### src/verilog/rx_status_pkg.sv
// Shared constants, register map and carrier types of the receive control block
package rx_status_pkg;
	localparam int ADDR_W = 12;
	localparam int DATA_W = 32;
	localparam int DIV_W = 16;
	localparam int CHAR_W = 8;

	// Register byte offsets
	localparam logic [ADDR_W-1:0] CTRL_OFFSET = 12'h000;
	localparam logic [ADDR_W-1:0] STATUS_OFFSET = 12'h004;
	localparam logic [ADDR_W-1:0] DATA_OFFSET = 12'h008;
	localparam logic [ADDR_W-1:0] DIVISOR_OFFSET = 12'h00c;
	localparam logic [ADDR_W-1:0] IRQ_STATUS_OFFSET = 12'h010;
	localparam logic [ADDR_W-1:0] IRQ_MASK_OFFSET = 12'h014;

	// Control register field positions
	localparam int CTRL_SYNC_BIT = 0;
	localparam int CTRL_NINE_BIT = 1;
	localparam int CTRL_CONTINUOUS_RECEIVE_ENABLE_BIT = 2;
	localparam int CTRL_SINGLE_RECEIVE_ENABLE_BIT = 3;
	localparam int CTRL_ADDR_BIT = 4;

	// Status register field positions
	localparam int STAT_NINTH_BIT = 0;
	localparam int STAT_OVERRUN_BIT = 1;
	localparam int STAT_FRAMING_BIT = 2;
	localparam int STAT_AVAIL_BIT = 3;
	localparam int STAT_BUSY_BIT = 4;

	// Interrupt status and mask field positions
	localparam int IRQ_W = 3;
	localparam int IRQ_CHAR_BIT = 0;
	localparam int IRQ_FRAMING_BIT = 1;
	localparam int IRQ_OVERRUN_BIT = 2;

	// Reset values
	localparam logic [DIV_W-1:0] DIVISOR_RESET = 16'h0364;
	localparam logic [IRQ_W-1:0] IRQ_MASK_RESET = 3'h0;

	typedef enum logic {
		ASYNC_MODE,
		SYNC_MODE
	} mode_type;

	typedef struct packed {
		logic address_detect_enable;
		logic single_receive_enable;
		logic continuous_receive_enable;
		logic nine_bit_receive_select;
		mode_type mode;
	} ctrl_type;

	typedef struct packed {
		logic frame_bad;
		logic ninth;
		logic [CHAR_W-1:0] data;
	} char_type;
endpackage

### src/verilog/rx_shifter.sv
// Serial receive shift engine for asynchronous and synchronous character framing
`timescale 1ns/1ps
module rx_shifter
	import rx_status_pkg::*;
#(
	parameter int DIV_WIDTH = DIV_W
) (
	input wire logic pclk,
	input wire logic presetn,
	input wire logic enable,
	input wire mode_type mode,
	input wire logic nine_bit,
	input wire logic [DIV_WIDTH-1:0] divisor,
	input wire logic rx_line,
	input wire logic sync_clk,
	output logic busy,
	output logic done,
	output char_type char_out
);
	typedef enum logic [1:0] {
		IDLE_S,
		START_S,
		DATA_S,
		STOP_S
	} shift_state_type;

	if (DIV_WIDTH < 2) begin : g_check
		$error("rx_shifter: divisor width too small");
	end

	shift_state_type state_ff;
	logic [DIV_WIDTH-1:0] cnt_ff;
	logic [3:0] idx_ff;
	logic [CHAR_W:0] receive_shift_register_ff;
	logic sync_prev_ff;
	logic done_ff;
	char_type char_ff;
	logic sync_rise;
	logic last_bit;
	logic sample;

	assign sync_rise = sync_clk && !sync_prev_ff;
	assign last_bit = nine_bit ? (idx_ff == 4'(CHAR_W)) : (idx_ff == 4'(CHAR_W - 1));
	assign sample = (mode == SYNC_MODE) ? sync_rise : (cnt_ff == '0);
	assign busy = (state_ff != IDLE_S);
	assign done = done_ff;
	assign char_out = char_ff;

	always_ff @(posedge pclk or negedge presetn) begin
		if (!presetn) begin
			sync_prev_ff <= 1'b0;
		end else begin
			sync_prev_ff <= sync_clk;
		end
	end

	always_ff @(posedge pclk or negedge presetn) begin
		if (!presetn) begin
			state_ff <= IDLE_S;
			cnt_ff <= '0;
			idx_ff <= '0;
			receive_shift_register_ff <= '0;
			done_ff <= 1'b0;
			char_ff <= '0;
		end else begin
			done_ff <= 1'b0;
			if (!enable) begin
				state_ff <= IDLE_S;
			end else begin
				case (state_ff)
					IDLE_S: begin
						receive_shift_register_ff <= '0;
						if (mode == SYNC_MODE && sync_rise) begin
							receive_shift_register_ff[0] <= rx_line;
							idx_ff <= 4'd1;
							state_ff <= DATA_S;
						end else if (mode == ASYNC_MODE && !rx_line) begin
							cnt_ff <= divisor >> 1;
							state_ff <= START_S;
						end
					end
					START_S: begin
						if (cnt_ff == '0) begin
							cnt_ff <= divisor - 1'b1;
							idx_ff <= '0;
							state_ff <= rx_line ? IDLE_S : DATA_S;
						end else begin
							cnt_ff <= cnt_ff - 1'b1;
						end
					end
					DATA_S: begin
						if (mode == ASYNC_MODE) begin
							cnt_ff <= (cnt_ff == '0) ? divisor - 1'b1 : cnt_ff - 1'b1;
						end
						if (sample) begin
							receive_shift_register_ff[idx_ff] <= rx_line;
							idx_ff <= idx_ff + 1'b1;
							if (last_bit && mode == SYNC_MODE) begin
								done_ff <= 1'b1;
								char_ff.data <= receive_shift_register_ff[CHAR_W-1:0];
								char_ff.ninth <= rx_line;
								if (!nine_bit) begin
									char_ff.data[CHAR_W-1] <= rx_line;
									char_ff.ninth <= 1'b0;
								end
								char_ff.frame_bad <= 1'b0;
								state_ff <= IDLE_S;
							end else if (last_bit) begin
								state_ff <= STOP_S;
							end
						end
					end
					STOP_S: begin
						if (cnt_ff == '0) begin
							done_ff <= 1'b1;
							char_ff.data <= receive_shift_register_ff[CHAR_W-1:0];
							char_ff.ninth <= nine_bit && receive_shift_register_ff[CHAR_W];
							char_ff.frame_bad <= !rx_line;
							state_ff <= IDLE_S;
						end else begin
							cnt_ff <= cnt_ff - 1'b1;
						end
					end
					default: state_ff <= IDLE_S;
				endcase
			end
		end
	end
endmodule // rx_shifter

### src/verilog/rx_control_status.sv
// Receive control, status flags and APB register file of the serial port
//
// Behaviour
// - Async mode: continuous receive enable turns receiver on, clearing it turns off.
// - Sync mode: continuous enable keeps receiving until cleared; clearing stops it.
// - Sync mode: continuous enable overrides single receive enable when both set.
// - 9-bit async with address detect: load and interrupt only if ninth bit set.
// - 9-bit async without address detect: accept all, ninth bit free for parity.
// - 8-bit async mode ignores the address detect enable completely.
// - Framing flag set for bad character, refreshed with next loaded character.
// - Overrun flag set on overrun, cleared whenever continuous enable is cleared.
// - Ninth received bit captured into a status bit; no parity computed.
`timescale 1ns/1ps
module rx_control_status
	import rx_status_pkg::*;
#(
	parameter logic [DIV_W-1:0] DIVISOR_DEFAULT = DIVISOR_RESET
) (
	input wire logic pclk,
	input wire logic presetn,
	input wire logic psel,
	input wire logic penable,
	input wire logic pwrite,
	input wire logic [ADDR_W-1:0] paddr,
	input wire logic [DATA_W-1:0] pwdata,
	output logic [DATA_W-1:0] prdata,
	output logic pready,
	output logic pslverr,
	input wire logic rx_line,
	input wire logic sync_clk,
	output logic irq
);
	if (DIVISOR_DEFAULT < 2) begin : g_check
		$error("rx_control_status: divisor default too small");
	end

	function automatic logic [DATA_W-1:0] widen(input logic [DATA_W-1:0] v);
		widen = v;
	endfunction

	ctrl_type ctrl_ff;
	logic [DIV_W-1:0] divisor_ff;
	logic [CHAR_W-1:0] receive_data_buffer_ff;
	logic received_ninth_bit_ff;
	logic framing_error_flag_ff;
	logic overrun_error_flag_ff;
	logic avail_ff;
	logic [IRQ_W-1:0] irq_status_ff;
	logic [IRQ_W-1:0] irq_mask_ff;
	logic [DATA_W-1:0] prdata_ff;
	logic pready_ff;
	logic pslverr_ff;
	logic irq_ff;

	logic access;
	logic wr_en;
	logic rd_en;
	logic mapped;
	logic [DATA_W-1:0] nxt_rdata;
	logic rx_enable;
	logic rx_busy;
	logic char_done;
	char_type char_in;
	logic addr_filter;
	logic accept;
	logic load;
	logic overrun;
	logic data_read;
	logic [IRQ_W-1:0] irq_events;

	assign prdata = prdata_ff;
	assign pready = pready_ff;
	assign pslverr = pslverr_ff;
	assign irq = irq_ff;

	// APB access phase completes on the second cycle of penable
	assign access = psel && penable && pready_ff;
	assign wr_en = access && pwrite && !pslverr_ff;
	assign rd_en = access && !pwrite && !pslverr_ff;

	always_comb begin
		mapped = 1'b1;
		nxt_rdata = '0;
		if (paddr == CTRL_OFFSET) begin
			nxt_rdata = widen({27'h0, ctrl_type'(ctrl_ff)});
		end else if (paddr == STATUS_OFFSET) begin
			nxt_rdata[STAT_NINTH_BIT] = ctrl_ff.nine_bit_receive_select
				&& received_ninth_bit_ff;
			nxt_rdata[STAT_OVERRUN_BIT] = overrun_error_flag_ff;
			nxt_rdata[STAT_FRAMING_BIT] = framing_error_flag_ff;
			nxt_rdata[STAT_AVAIL_BIT] = avail_ff;
			nxt_rdata[STAT_BUSY_BIT] = rx_busy;
		end else if (paddr == DATA_OFFSET) begin
			nxt_rdata[CHAR_W-1:0] = receive_data_buffer_ff;
		end else if (paddr == DIVISOR_OFFSET) begin
			nxt_rdata[DIV_W-1:0] = divisor_ff;
		end else if (paddr == IRQ_STATUS_OFFSET) begin
			nxt_rdata[IRQ_W-1:0] = irq_status_ff;
		end else if (paddr == IRQ_MASK_OFFSET) begin
			nxt_rdata[IRQ_W-1:0] = irq_mask_ff;
		end else begin
			mapped = 1'b0;
		end
	end

	// Bus handshake: one wait state, error on unmapped address
	always_ff @(posedge pclk or negedge presetn) begin
		if (!presetn) begin
			pready_ff <= 1'b0;
			pslverr_ff <= 1'b0;
			prdata_ff <= '0;
		end else begin
			if (psel && penable && !pready_ff) begin
				pready_ff <= 1'b1;
				pslverr_ff <= !mapped;
				prdata_ff <= (!pwrite && mapped) ? nxt_rdata : '0;
			end else begin
				pready_ff <= 1'b0;
				pslverr_ff <= 1'b0;
			end
		end
	end

	// Receiver enable by mode
	always_comb begin
		if (ctrl_ff.mode == ASYNC_MODE) begin
			rx_enable = ctrl_ff.continuous_receive_enable;
		end else begin
			rx_enable = ctrl_ff.continuous_receive_enable
				|| ctrl_ff.single_receive_enable;
		end
	end

	rx_shifter #(
		.DIV_WIDTH(DIV_W)
	) u_shifter (
		.pclk(pclk),
		.presetn(presetn),
		.enable(rx_enable),
		.mode(ctrl_ff.mode),
		.nine_bit(ctrl_ff.nine_bit_receive_select),
		.divisor(divisor_ff),
		.rx_line(rx_line),
		.sync_clk(sync_clk),
		.busy(rx_busy),
		.done(char_done),
		.char_out(char_in)
	);

	// Address filtering only in 9-bit asynchronous mode
	assign addr_filter = (ctrl_ff.mode == ASYNC_MODE) && ctrl_ff.nine_bit_receive_select
		&& ctrl_ff.address_detect_enable;
	assign accept = !addr_filter || char_in.ninth;
	assign overrun = char_done && accept && avail_ff;
	assign load = char_done && accept && !avail_ff;
	assign data_read = rd_en && (paddr == DATA_OFFSET);

	// Control register; single receive ends after one character unless continuous overrides
	always_ff @(posedge pclk or negedge presetn) begin
		if (!presetn) begin
			ctrl_ff <= '0;
		end else begin
			if (wr_en && paddr == CTRL_OFFSET) begin
				ctrl_ff <= ctrl_type'(pwdata[4:0]);
			end else if (char_done && ctrl_ff.mode == SYNC_MODE
				&& !ctrl_ff.continuous_receive_enable) begin
				ctrl_ff.single_receive_enable <= 1'b0;
			end
		end
	end

	always_ff @(posedge pclk or negedge presetn) begin
		if (!presetn) begin
			divisor_ff <= DIVISOR_DEFAULT;
		end else if (wr_en && paddr == DIVISOR_OFFSET && pwdata[DIV_W-1:0] > 1) begin
			divisor_ff <= pwdata[DIV_W-1:0];
		end
	end

	// Receive buffer with its ninth bit and framing flag
	always_ff @(posedge pclk or negedge presetn) begin
		if (!presetn) begin
			receive_data_buffer_ff <= '0;
			received_ninth_bit_ff <= 1'b0;
			framing_error_flag_ff <= 1'b0;
		end else if (load) begin
			receive_data_buffer_ff <= char_in.data;
			received_ninth_bit_ff <= char_in.ninth;
			framing_error_flag_ff <= char_in.frame_bad;
		end
	end

	// Data available: a new load wins over a read in the same cycle
	always_ff @(posedge pclk or negedge presetn) begin
		if (!presetn) begin
			avail_ff <= 1'b0;
		end else if (load) begin
			avail_ff <= 1'b1;
		end else if (data_read) begin
			avail_ff <= 1'b0;
		end
	end

	// Overrun flag, set wins over clear
	always_ff @(posedge pclk or negedge presetn) begin
		if (!presetn) begin
			overrun_error_flag_ff <= 1'b0;
		end else if (overrun) begin
			overrun_error_flag_ff <= 1'b1;
		end else if (!ctrl_ff.continuous_receive_enable) begin
			overrun_error_flag_ff <= 1'b0;
		end
	end

	// Sticky interrupt status, write one to clear, set wins
	assign irq_events = {overrun, load && char_in.frame_bad, load};

	always_ff @(posedge pclk or negedge presetn) begin
		if (!presetn) begin
			irq_status_ff <= '0;
		end else begin
			if (wr_en && paddr == IRQ_STATUS_OFFSET) begin
				irq_status_ff <= (irq_status_ff & ~pwdata[IRQ_W-1:0]) | irq_events;
			end else begin
				irq_status_ff <= irq_status_ff | irq_events;
			end
		end
	end

	always_ff @(posedge pclk or negedge presetn) begin
		if (!presetn) begin
			irq_mask_ff <= IRQ_MASK_RESET;
		end else if (wr_en && paddr == IRQ_MASK_OFFSET) begin
			irq_mask_ff <= pwdata[IRQ_W-1:0];
		end
	end

	always_ff @(posedge pclk or negedge presetn) begin
		if (!presetn) begin
			irq_ff <= 1'b0;
		end else begin
			irq_ff <= |(irq_status_ff & irq_mask_ff);
		end
	end
endmodule // rx_control_status

### config.mk
export PLATFORM = sky130hd
export DESIGN_NAME = rx_control_status
export DESIGN_NICKNAME = d
export VERILOG_FILES = /design/src/verilog/rx_status_pkg.sv /design/src/verilog/rx_shifter.sv /design/src/verilog/rx_control_status.sv
export SDC_FILE = /design/constraint.sdc
export NUM_CORES = 1
export LEC_CHECK = 0
export BUFFER_PORTS_ARGS = -buffer_cell sky130_fd_sc_hd__buf_2
export CORE_ASPECT_RATIO = 1.25
export CORE_MARGIN = 10
export CORE_UTILIZATION = 50
export CTS_CLUSTER_SIZE = 16
export DETAILED_ROUTE_END_ITERATION = 6
export PLACE_DENSITY = 0.74
export SYNTH_ARGS = -nofsm -noshare
export SYNTH_HDL_FRONTEND = slang
export SYNTH_SLANG_ARGS = --single-unit
### constraint.sdc
create_clock -name pclk -period 2.6 [get_ports pclk]
set_input_delay 0 -clock pclk [delete_from_list [all_inputs] [get_ports pclk]]
set_output_delay 0 -clock pclk [all_outputs]
set_load 0.01 [all_outputs]
Word level (Yosys, flattened, before mapping)
Cells that the tools add are included.
Widths: inputs -> output; s select.
{ "totals": {"reg_bits": 117, "latchBits": 0, "ram_bits": 0, "mem_bits_ro": 0, "out_inout_bits": 35, "elab_cells": 182, "memories": 0} }
{ "op_classes": {"n_addsub": 3, "n_mul": 0, "div": 0, "order_cmp": 3, "eq_ne": 25, "shift": 0, "mux": 64, "n_bitwise": 6, "n_reduce_logical": 55} }
{ "ops": {"columns": ["cell", "count"], "rows": [
  ["$mux 16", 7],
  ["$pmux 16 s4", 1],
  ["$sub 16x1->16 const B", 2],
  ["$mux 10", 3],
  ["$logic_and 1x1->1", 29],
  ["$eq 12x4->1 const B", 2],
  ["$eq 12x5->1 const B", 2],
  ["$mux 1", 23],
  ["$mux 2", 10],
  ["$pmux 10 s2", 1],
  ["$reduce_and 5->1", 4],
  ["$pmux 9 s2", 1],
  ["$gt 16x1->1 const B", 1],
  ["$logic_not 16->1", 1],
  ["$mux 8", 2],
  ["$ne 2x1->1 const B", 7],
  ["$mux 13", 1],
  ["$eq 12x3->1 const B", 1],
  ["$logic_not 12->1", 1],
  ["$mux 3", 4],
  ["$mux 4", 3],
  ["$pmux 4 s3", 1],
  ["$mux 11", 1],
  ["$reduce_bool 2->1", 5],
  ["other kinds (26)", 43]
]} }

Depth between registers and ports, before layout
Gate-level depths: netlist (run 1).
{ "logic_depth": {"ltp_word": 10, "ltp_mapped": 10, "depth_no_buf": 8} }

By module
Synthesis (run 1) repeated with hierarchy kept, for this count alone.
{ "unflattened": {"cells_unflattened": 573, "area_unflattened_um2": 5843.1} }
{ "modules_own_cells": {"columns": ["module", "instances", "cells_per_inst", "area_per_inst_um2", "seq_area_each_um2"], "rows": [
  ["rx_shifter", 1, 338, 2990.4, 1076.0],
  ["rx_control_status", 1, 235, 2852.7, 1457.6]
]} }

Least setup slack after synthesis (run 1)
OpenSTA, ideal clock, no wires.
{ "synth_path": {"path_type": "flip-flop to flip-flop", "startpoint": "register u_shifter.cnt_ff[0]", "endpoint": "register u_shifter.char_ff, in the netlist u_shifter.char_out[0]", "setup_ns": 0.125, "arrival_ns": 1.989, "required_ns": 2.475, "setup_slack_ns": 0.486, "stages_incl_launch_ff": 10, "period_less_slack_ns": 2.114, "path_cell_list": "dfrtp_1 > inv_1 > ha_1 > nor4b_4 > nand4_1 > buf_2 > mux2i_1 > o211a_1 > buf_2 > mux2_2"} }
{ "synth_via": {"elab_chain_cells": 4, "word_cells_on_any_way": 5, "cone_classes": "2 x eq/ne; 1 x mux; 2 x reduce/logical"} }
{ "synth_rtl": {"columns": ["element", "line", "rtl"], "rows": [
  ["from (decl)", "rx_shifter.sv:32", "logic [DIV_WIDTH-1:0] cnt_ff;"],
  ["from (signal assigned)", "rx_shifter.sv:78", "cnt_ff <= divisor >> 1;"],
  ["from (signal assigned)", "rx_shifter.sv:84", "cnt_ff <= divisor - 1'b1;"],
  ["from (signal assigned)", "rx_shifter.sv:88", "cnt_ff <= cnt_ff - 1'b1;"],
  ["$logic_not 16->1 (*)", "rx_shifter.sv:44, rx_shifter.sv:114", null],
  ["$mux 1", "rx_shifter.sv:44", "assign sample = (mode == SYNC_MODE) ? sync_rise : (cnt_ff == '0);"],
  ["$ne 2x1->1 (no source line)", null, null],
  ["$reduce_and 5->1 (no source line) (*)", null, null],
  ["to (decl)", "rx_shifter.sv:37", "char_type char_ff;"]
]} }
Mark *: on every way between the ends. The rest lies on a longest branch, timed or not.
A chain may end at the register's enable or synchronous reset.

Worst setup path after layout (run 1)
{ "layout_path": {"startpoint": "register u_shifter.cnt_ff[0]", "endpoint": "register u_shifter.char_ff, in the netlist u_shifter.char_out[4]"} }
The elaborated chain is that of the path after synthesis.

==> results of run 1 <==
## layer usage
layer / share of wire / vias to the layer above / GRT usage
met4: 0.034 / 0 / 0.0874
met3: 0.051 / 35 / 0.0304
li1: - / 2295 / -
met5: 0 / - / 0
met1: 0.40 / 2400 / 0.222
met2: 0.52 / 144 / 0.318
## registers in the layout (all words and copies together), names as in the netlist
signal                               cells
u_shifter.done                           1
prdata                                  16
u_shifter.cnt_ff                        16
u_shifter.state_ff                       2
receive_data_buffer_ff                   8
irq                                      1
irq_status_ff                            3
u_shifter.char_out                      10
overrun_error_flag_ff                    1
u_shifter.sync_prev_ff                   1
pslverr                                  1
u_shifter.idx_ff                         4
pready                                   1
divisor_ff                              16
u_shifter.receive_shift_register_ff      9
received_ninth_bit_ff                    1
framing_error_flag_ff                    1
ctrl_ff                                  5
avail_ff                                 1
irq_mask_ff                              3
## final cells by class
| type | count | area [um^2] | share of cell area |
|---|---|---|---|
| clock buffers | 9 | 225 | 0.0331 |
| clock inverters | 7 | 80.1 | 0.0118 |
| inverters | 23 | 86.3 | 0.0127 |
| multi-input cells | 443 | 3050 | 0.449 |
| flip-flops and latches | 101 | 2530 | 0.373 |
| well taps | 138 | 173 | 0.0254 |
| repair buffers | 95 | 643 | 0.0946 |
## cells by family after synthesis
family,Yosys count,synth area share
AND/OR/NAND/NOR,199,0.181
AO/OA/AOI/OAI,140,0.160
flip-flops,101,0.430
buffers and inverters,70,0.0620
multiplexers,61,0.119
XOR/XNOR,17,0.0253
adder cells (fa/ha/maj),10,0.0212
other,1,0.000637
## power breakdown
group          internal (mW)  total, mW  switching (mW)
Combinational         0.0537      0.144          0.0903
Sequential              1.57       1.58         0.00202
Clock                  0.762       1.40           0.634
## critical path: cells and delay by family, from the launching register on
kind / cells / cell delay (ns)
multiplexers: 2 / 0.61
AND/OR/NAND/NOR: 2 / 0.59
AO/OA/AOI/OAI: 1 / 0.42
flip-flops: 1 / 0.41
adder cells (fa/ha/maj): 1 / 0.21
buffers and inverters: 1 / 0.09
## cells in the final DEF, fill, tap and decap left out, types with 4 or more instances in the layout
master / synthesis / final
a22o_1: 19 / 19
nor2b_1: 5 / 5
inv_1: 23 / 23
dfstp_2: 5 / 5
nor3_1: 16 / 15
conb_1: 1 / 16
ha_1: 10 / 10
mux2_2: 33 / 33
dlygate4sd3_1: 0 / 19
o31ai_1: 5 / 5
xor2_1: 12 / 12
clkbuf_16: 0 / 9
o22ai_1: 9 / 9
a221o_1: 6 / 6
a22oi_1: 5 / 5
nand3_1: 11 / 11
dfrtp_1: 96 / 96
nand2_1: 71 / 71
nand4_1: 4 / 4
o21ai_0: 34 / 34
buf_4: 16 / 23
o211ai_1: 5 / 5
nor2_1: 35 / 35
a21oi_1: 26 / 26
nor4_1: 12 / 12
mux2i_1: 18 / 18
buf_2: 8 / 52
mux2_4: 10 / 10
xnor2_1: 5 / 5
## stage by stage
step | worst slack, ns | std cells
after detailed placement | 0.185 | 781
after global placement | 0.255 | 781
final | 0.160 | 816
after CTS | 0.177 | 816
after global routing | 0.0102 | 816
after floorplan | 0.486 | 614
## timing repair
item	4_1_cts	5_1_grt
endpoints found under the setup margin	0	6
endpoints found under the hold margin	81	0
hold buffers	19	0
gates resized for setup	0	2
## how the worst max path moves through the flow
stage	start	to	slack, ns	cells past startpoint
3_3_place_gp	u_shifter.cnt_ff[0]$_DFFE_PN0P_	u_shifter.char_out[1]$_DFFE_PN0P_	0.25	7
2_1_floorplan	u_shifter.cnt_ff[0]$_DFFE_PN0P_	u_shifter.char_out[0]$_DFFE_PN0P_	0.49	9
5_1_grt	u_shifter.cnt_ff[0]$_DFFE_PN0P_	u_shifter.char_out[4]$_DFFE_PN0P_	0.01	7
3_5_place_dp	u_shifter.cnt_ff[0]$_DFFE_PN0P_	u_shifter.receive_shift_register_ff[2]$_DFFE_PN0P_	0.19	8
4_1_cts	u_shifter.cnt_ff[0]$_DFFE_PN0P_	u_shifter.receive_shift_register_ff[2]$_DFFE_PN0P_	0.18	8
6_report	u_shifter.cnt_ff[0]$_DFFE_PN0P_	u_shifter.char_out[4]$_DFFE_PN0P_	0.16	7
==> flow_metrics.tcl, run 1 <==
set metrics [dict create \
    status "finished clean" \
    synth_edf_count 0 \
    clock_skew_ns 0.0120 \
    grt_pass1_vias 4886 \
    synth_top_area_frac 0.408 \
    slew_headroom 0.460 \
    worst-slew-pin-transition_ns 0.811 \
    drv_cap 0 \
    finalHoldViolCount 0 \
    drtIter0Drc 341 \
    crit_path_end_kind "flop" \
    final_layout_size_suffix_gt1_frac 0.243 \
    numPortBuffers 53 \
    tns_ns 0 \
    die_area_um2 16500 \
    crit_path_start_kind "flop" \
    min_period_ns 2.44 \
    clock-sinks 101 \
    cp.required_ns 2.83 \
    powerDensity_nw_per_um2 458 \
    grt_pass1_wl_um 24800 \
    r2r_cells 7 \
    grt_setup_unrepaired "no" \
    htree_num_levels 3 \
    track_usage 0.187 \
    peakVddDrop_uv 280 \
    worstReg2RegEnd "u_shifter.char_out[4]$_DFFE_PN0P_" \
    coreArea_um2 11600 \
    hold_path_end "irq_status_ff[1]$_DFF_PN0_" \
    slowest_stage "o211a_1" \
    hp-start "pwdata[1]" \
    synth.area.top_cells "dfrtp_1, mux2_2, nand2_1, mux2i_1, o21ai_0" \
    cts_made_buffers 9 \
    cts_buffer_depth 2 \
    critPathKind "reg2reg" \
    gp_congestion 0.910 \
    final_cell_area_um2 6800 \
    finalMaxSlewViolations 0 \
    fp-row-count 44 \
    overflow 0 \
    cp_max_fo 10 \
    antenna_cells 0 \
    root_buffer "clkbuf_16" \
    r2r_setup_slack_ns 0.16 \
    antenna_found_initial 0 \
    postSynth.asyncResetShare 1.00 \
    placed_cell_area_um2 6290 \
    critPathArrivalTime_ns 2.67 \
    cts_tree "built" \
    grt_max_degree 61 \
    synth.distinct_cells 78 \
    fin_nets 734 \
    ys_warn_count 0 \
    drt-total-wl_um 15400 \
    crit_path_max_incr_delay_ns 0.42 \
    path_clk_slew_ns 0.07 \
    finalCritPeriodShare 0.938 \
    dr.pass1.iters 5 \
    syn_to_final_growth_pct 15.4 \
    num_vias 4874 \
    hpwlAfterDp_um 11700 \
    finalPower_mw 3.12 \
    clk_latency_ns 0.35 \
    die_y_um 141 \
    synth_top_area_cell "dfrtp_1" \
    final_util 0.588 \
    synth_top_flop_cell "dfrtp_1" \
    synth.most_common_cell "dfrtp_1" \
    hold_depth 3 \
    r2r-start "u_shifter.cnt_ff[0]$_DFFE_PN0P_" \
    setup_violations 0 \
    synth.cell_area_um2 5890 \
    ios 86 \
    start_util 0.509 \
    max_clock_freq_ghz 0.410 \
    avgSynthCellArea_um2 9.83 \
    wl_per_cell_um 18.9 \
    path_cells "inv_1 -> ha_1 -> nor4b_4 -> nand4_1 -> mux2i_1 -> o211a_1 -> mux2_2" \
    cts_setup_buffers 0 \
    leakage_nw 3.16 \
    ys_seq_area_frac 0.430 \
    nFillCells 995 \
    fin_hold_ws_ns 0.0160 \
    hp-class "in2reg" \
    die_w_um 117 \
    ys_ff_latch 101 \
    via_per_inst 5.97 \
    synth_cells 599 \
    drc 0 \
    ant_nets 0 \
    synth_common_cells "dfrtp_1, nand2_1, nor2_1" \
]
No activity file was read; power rests on OpenSTA's default activity.
==> inputs of run 2 (changes only) <==
- CORE_MARGIN: 10 -> default
- CORE_UTILIZATION: 50 -> 45
- PLACE_DENSITY: 0.74 -> 0.68
==> run 2 against run 1 <==
Compared with the run above:
- maximum frequency up 2.0%
- power down 2.6%
- clock skew down 0.0030 ns
- cell count up 4.2%
- sequential share of layout area down 0.39 points
- die area down 18%
- worst setup slack better by 0.048 ns
- critical path depth unchanged
- wire length down 2.6%
- count of clock-buffer cells in the layout unchanged
- core utilization down 4.8 points
- flip-flop and latch count unchanged
- critical path type unchanged
- critical endpoint is now u_shifter.cnt_ff[13]$_DFFE_PN0P_
- largest power group unchanged
==> flow_metrics.tcl, run 2 (synthesis results as in run 1) <==
set metrics [dict create \
    final_cell_area_um2 6870 \
    clock_power_share 0.433 \
    grt_pass1_vias 4723 \
    track_usage 0.228 \
    hpwlAfterDp_um 11200 \
    drt-total-wl_um 15000 \
    crit_path_end_kind "flop" \
    final_util 0.540 \
    num_vias 4859 \
    cts_buffer_depth 2 \
    finalHoldViolCount 0 \
    fin_nets 738 \
    antenna_found_initial 0 \
    tns_ns 0 \
    worst-slew-pin-transition_ns 0.631 \
    overflow 0 \
    ant_nets 0 \
    comb_power_share 0.048 \
    finalCritPeriodShare 0.920 \
    drtIter0Drc 274 \
    hp-class "in2reg" \
    worstReg2RegEnd "u_shifter.cnt_ff[13]$_DFFE_PN0P_" \
    grt_pass1_wl_um 24300 \
    status "finished clean" \
    cp_max_fo 6 \
    die_y_um 130 \
    crit_family "simple AND/OR/NAND/NOR gates" \
    place_ws_ns 0.153 \
    r2r_setup_slack_ns 0.21 \
    crit_path_max_incr_delay_ns 0.57 \
    cts_made_buffers 9 \
    ios 86 \
    die_w_um 104 \
    r2r_cells 7 \
    hp-start "pwdata[1]" \
    antenna_cells 0 \
    setup_violations 0 \
    crit_path_start_kind "flop" \
    die_area_um2 13500 \
    path_clk_slew_ns 0.07 \
    max_clock_freq_ghz 0.418 \
    coreArea_um2 12700 \
    layout_commonest_cell "dfrtp_1" \
    slew_headroom 0.580 \
    wl_per_cell_um 17.7 \
    powerDensity_nw_per_um2 442 \
    finalMaxSlewViolations 0 \
    setup_ws_ns 0.208 \
    drc 0 \
    clock_skew_ns 0.00900 \
    numPortBuffers 53 \
    cts_tree "built" \
    fp-row-count 46 \
    layout_common_cells "dfrtp_1, nand2_1, buf_2" \
    critPathBufInv 1 \
    leakage_nw 3.19 \
    placed_cell_area_um2 6370 \
    slowest_stage "or4b_1" \
    clock-sinks 101 \
    clk_latency_ns 0.35 \
    p_int_mw 2.30 \
    p_seq_frac 0.519 \
    htree_num_levels 3 \
    r2r-start "u_shifter.cnt_ff[0]$_DFFE_PN0P_" \
    start_util 0.463 \
    grt_setup_unrepaired "no" \
    swShare 0.242 \
    critPathArrivalTime_ns 2.62 \
    critPathKind "reg2reg" \
    syn_to_final_growth_pct 16.6 \
    min_period_ns 2.39 \
    final_layout_size_suffix_gt1_frac 0.248 \
    hold_depth 2 \
    path_cells "inv_1 -> ha_1 -> or4b_1 -> nor3_4 -> a21oi_2 -> a22o_1 -> a211o_1" \
    grt_max_degree 58 \
    peakVddDrop_uv 271 \
    cp.required_ns 2.83 \
    via_per_inst 5.72 \
    switching_power_mw 0.735 \
    drv_cap 0 \
    hold_path_end "ctrl_ff[1]$_DFFE_PN0P_" \
    dr.pass1.iters 5 \
    gp_congestion 0.934 \
    root_buffer "clkbuf_16" \
    finalPower_mw 3.03 \
]
run 2: repair_timing:
action / in CTS / in global routing
setup endpoints to repair: 0 / 7
resized for setup: 0 / 3
hold endpoints to repair: 67 / 0
setup buffers: 0 / 0
hold buffers: 19 / 0
run 2: power by group through the flow:
stage / clock [mW] / sequential [mW] / combinational (mW)
2_1_floorplan: 0 / 1.61 / 0.0601
3_3_place_gp: 0 / 1.61 / 0.123
3_5_place_dp: 0 / 1.61 / 0.124
4_1_cts: 1.35 / 1.57 / 0.146
5_1_grt: 1.42 / 1.57 / 0.160
6_report: 1.32 / 1.57 / 0.145
run 2: worst max-delay path by stage:
| stage | start | endpoint | slack (ns) | cells past startpoint |
|---|---|---|---|---|
| 3_5_place_dp | u_shifter.cnt_ff[0]$_DFFE_PN0P_ | u_shifter.receive_shift_register_ff[1]$_DFFE_PN0P_ | 0.15 | 9 |
| 2_1_floorplan | u_shifter.cnt_ff[0]$_DFFE_PN0P_ | u_shifter.char_out[0]$_DFFE_PN0P_ | 0.49 | 9 |
| 5_1_grt | u_shifter.state_ff[1]$_DFFE_PN0P_ | u_shifter.cnt_ff[6]$_DFFE_PN0P_ | 0.02 | 9 |
| 4_1_cts | u_shifter.cnt_ff[0]$_DFFE_PN0P_ | u_shifter.receive_shift_register_ff[1]$_DFFE_PN0P_ | 0.12 | 9 |
| 6_report | u_shifter.cnt_ff[0]$_DFFE_PN0P_ | u_shifter.cnt_ff[13]$_DFFE_PN0P_ | 0.21 | 7 |
| 3_3_place_gp | u_shifter.cnt_ff[0]$_DFFE_PN0P_ | u_shifter.receive_shift_register_ff[1]$_DFFE_PN0P_ | 0.25 | 9 |
run 2: final cells by class:
class | count | area (um^2)
timing repair buffer | 99 | 686
inverter | 23 | 86.3
clock inverter | 7 | 66.3
fill | 1153 | 5850
clock buffer | 9 | 225
tap | 168 | 210
sequential | 101 | 2530
multi-input combinational | 443 | 3060
run 2: layer usage:
metal	up-vias	wire length, um	global-route usage	part of all wire
li1	2301	-	-	-
met5	-	0	0	0
met2	143	7750	0.407	0.52
met4	0	393	0.0832	0.026
met1	2386	6320	0.282	0.42
met3	29	568	0.0325	0.038
run 2: metrics by stage:
step,cells,hold slack (ns)
3_5_place_dp,815,0.0607
5_1_grt,850,0.0187
4_1_cts,850,0.0175
3_3_place_gp,815,0.0606
6_report,850,0.0364
2_1_floorplan,614,-0.296
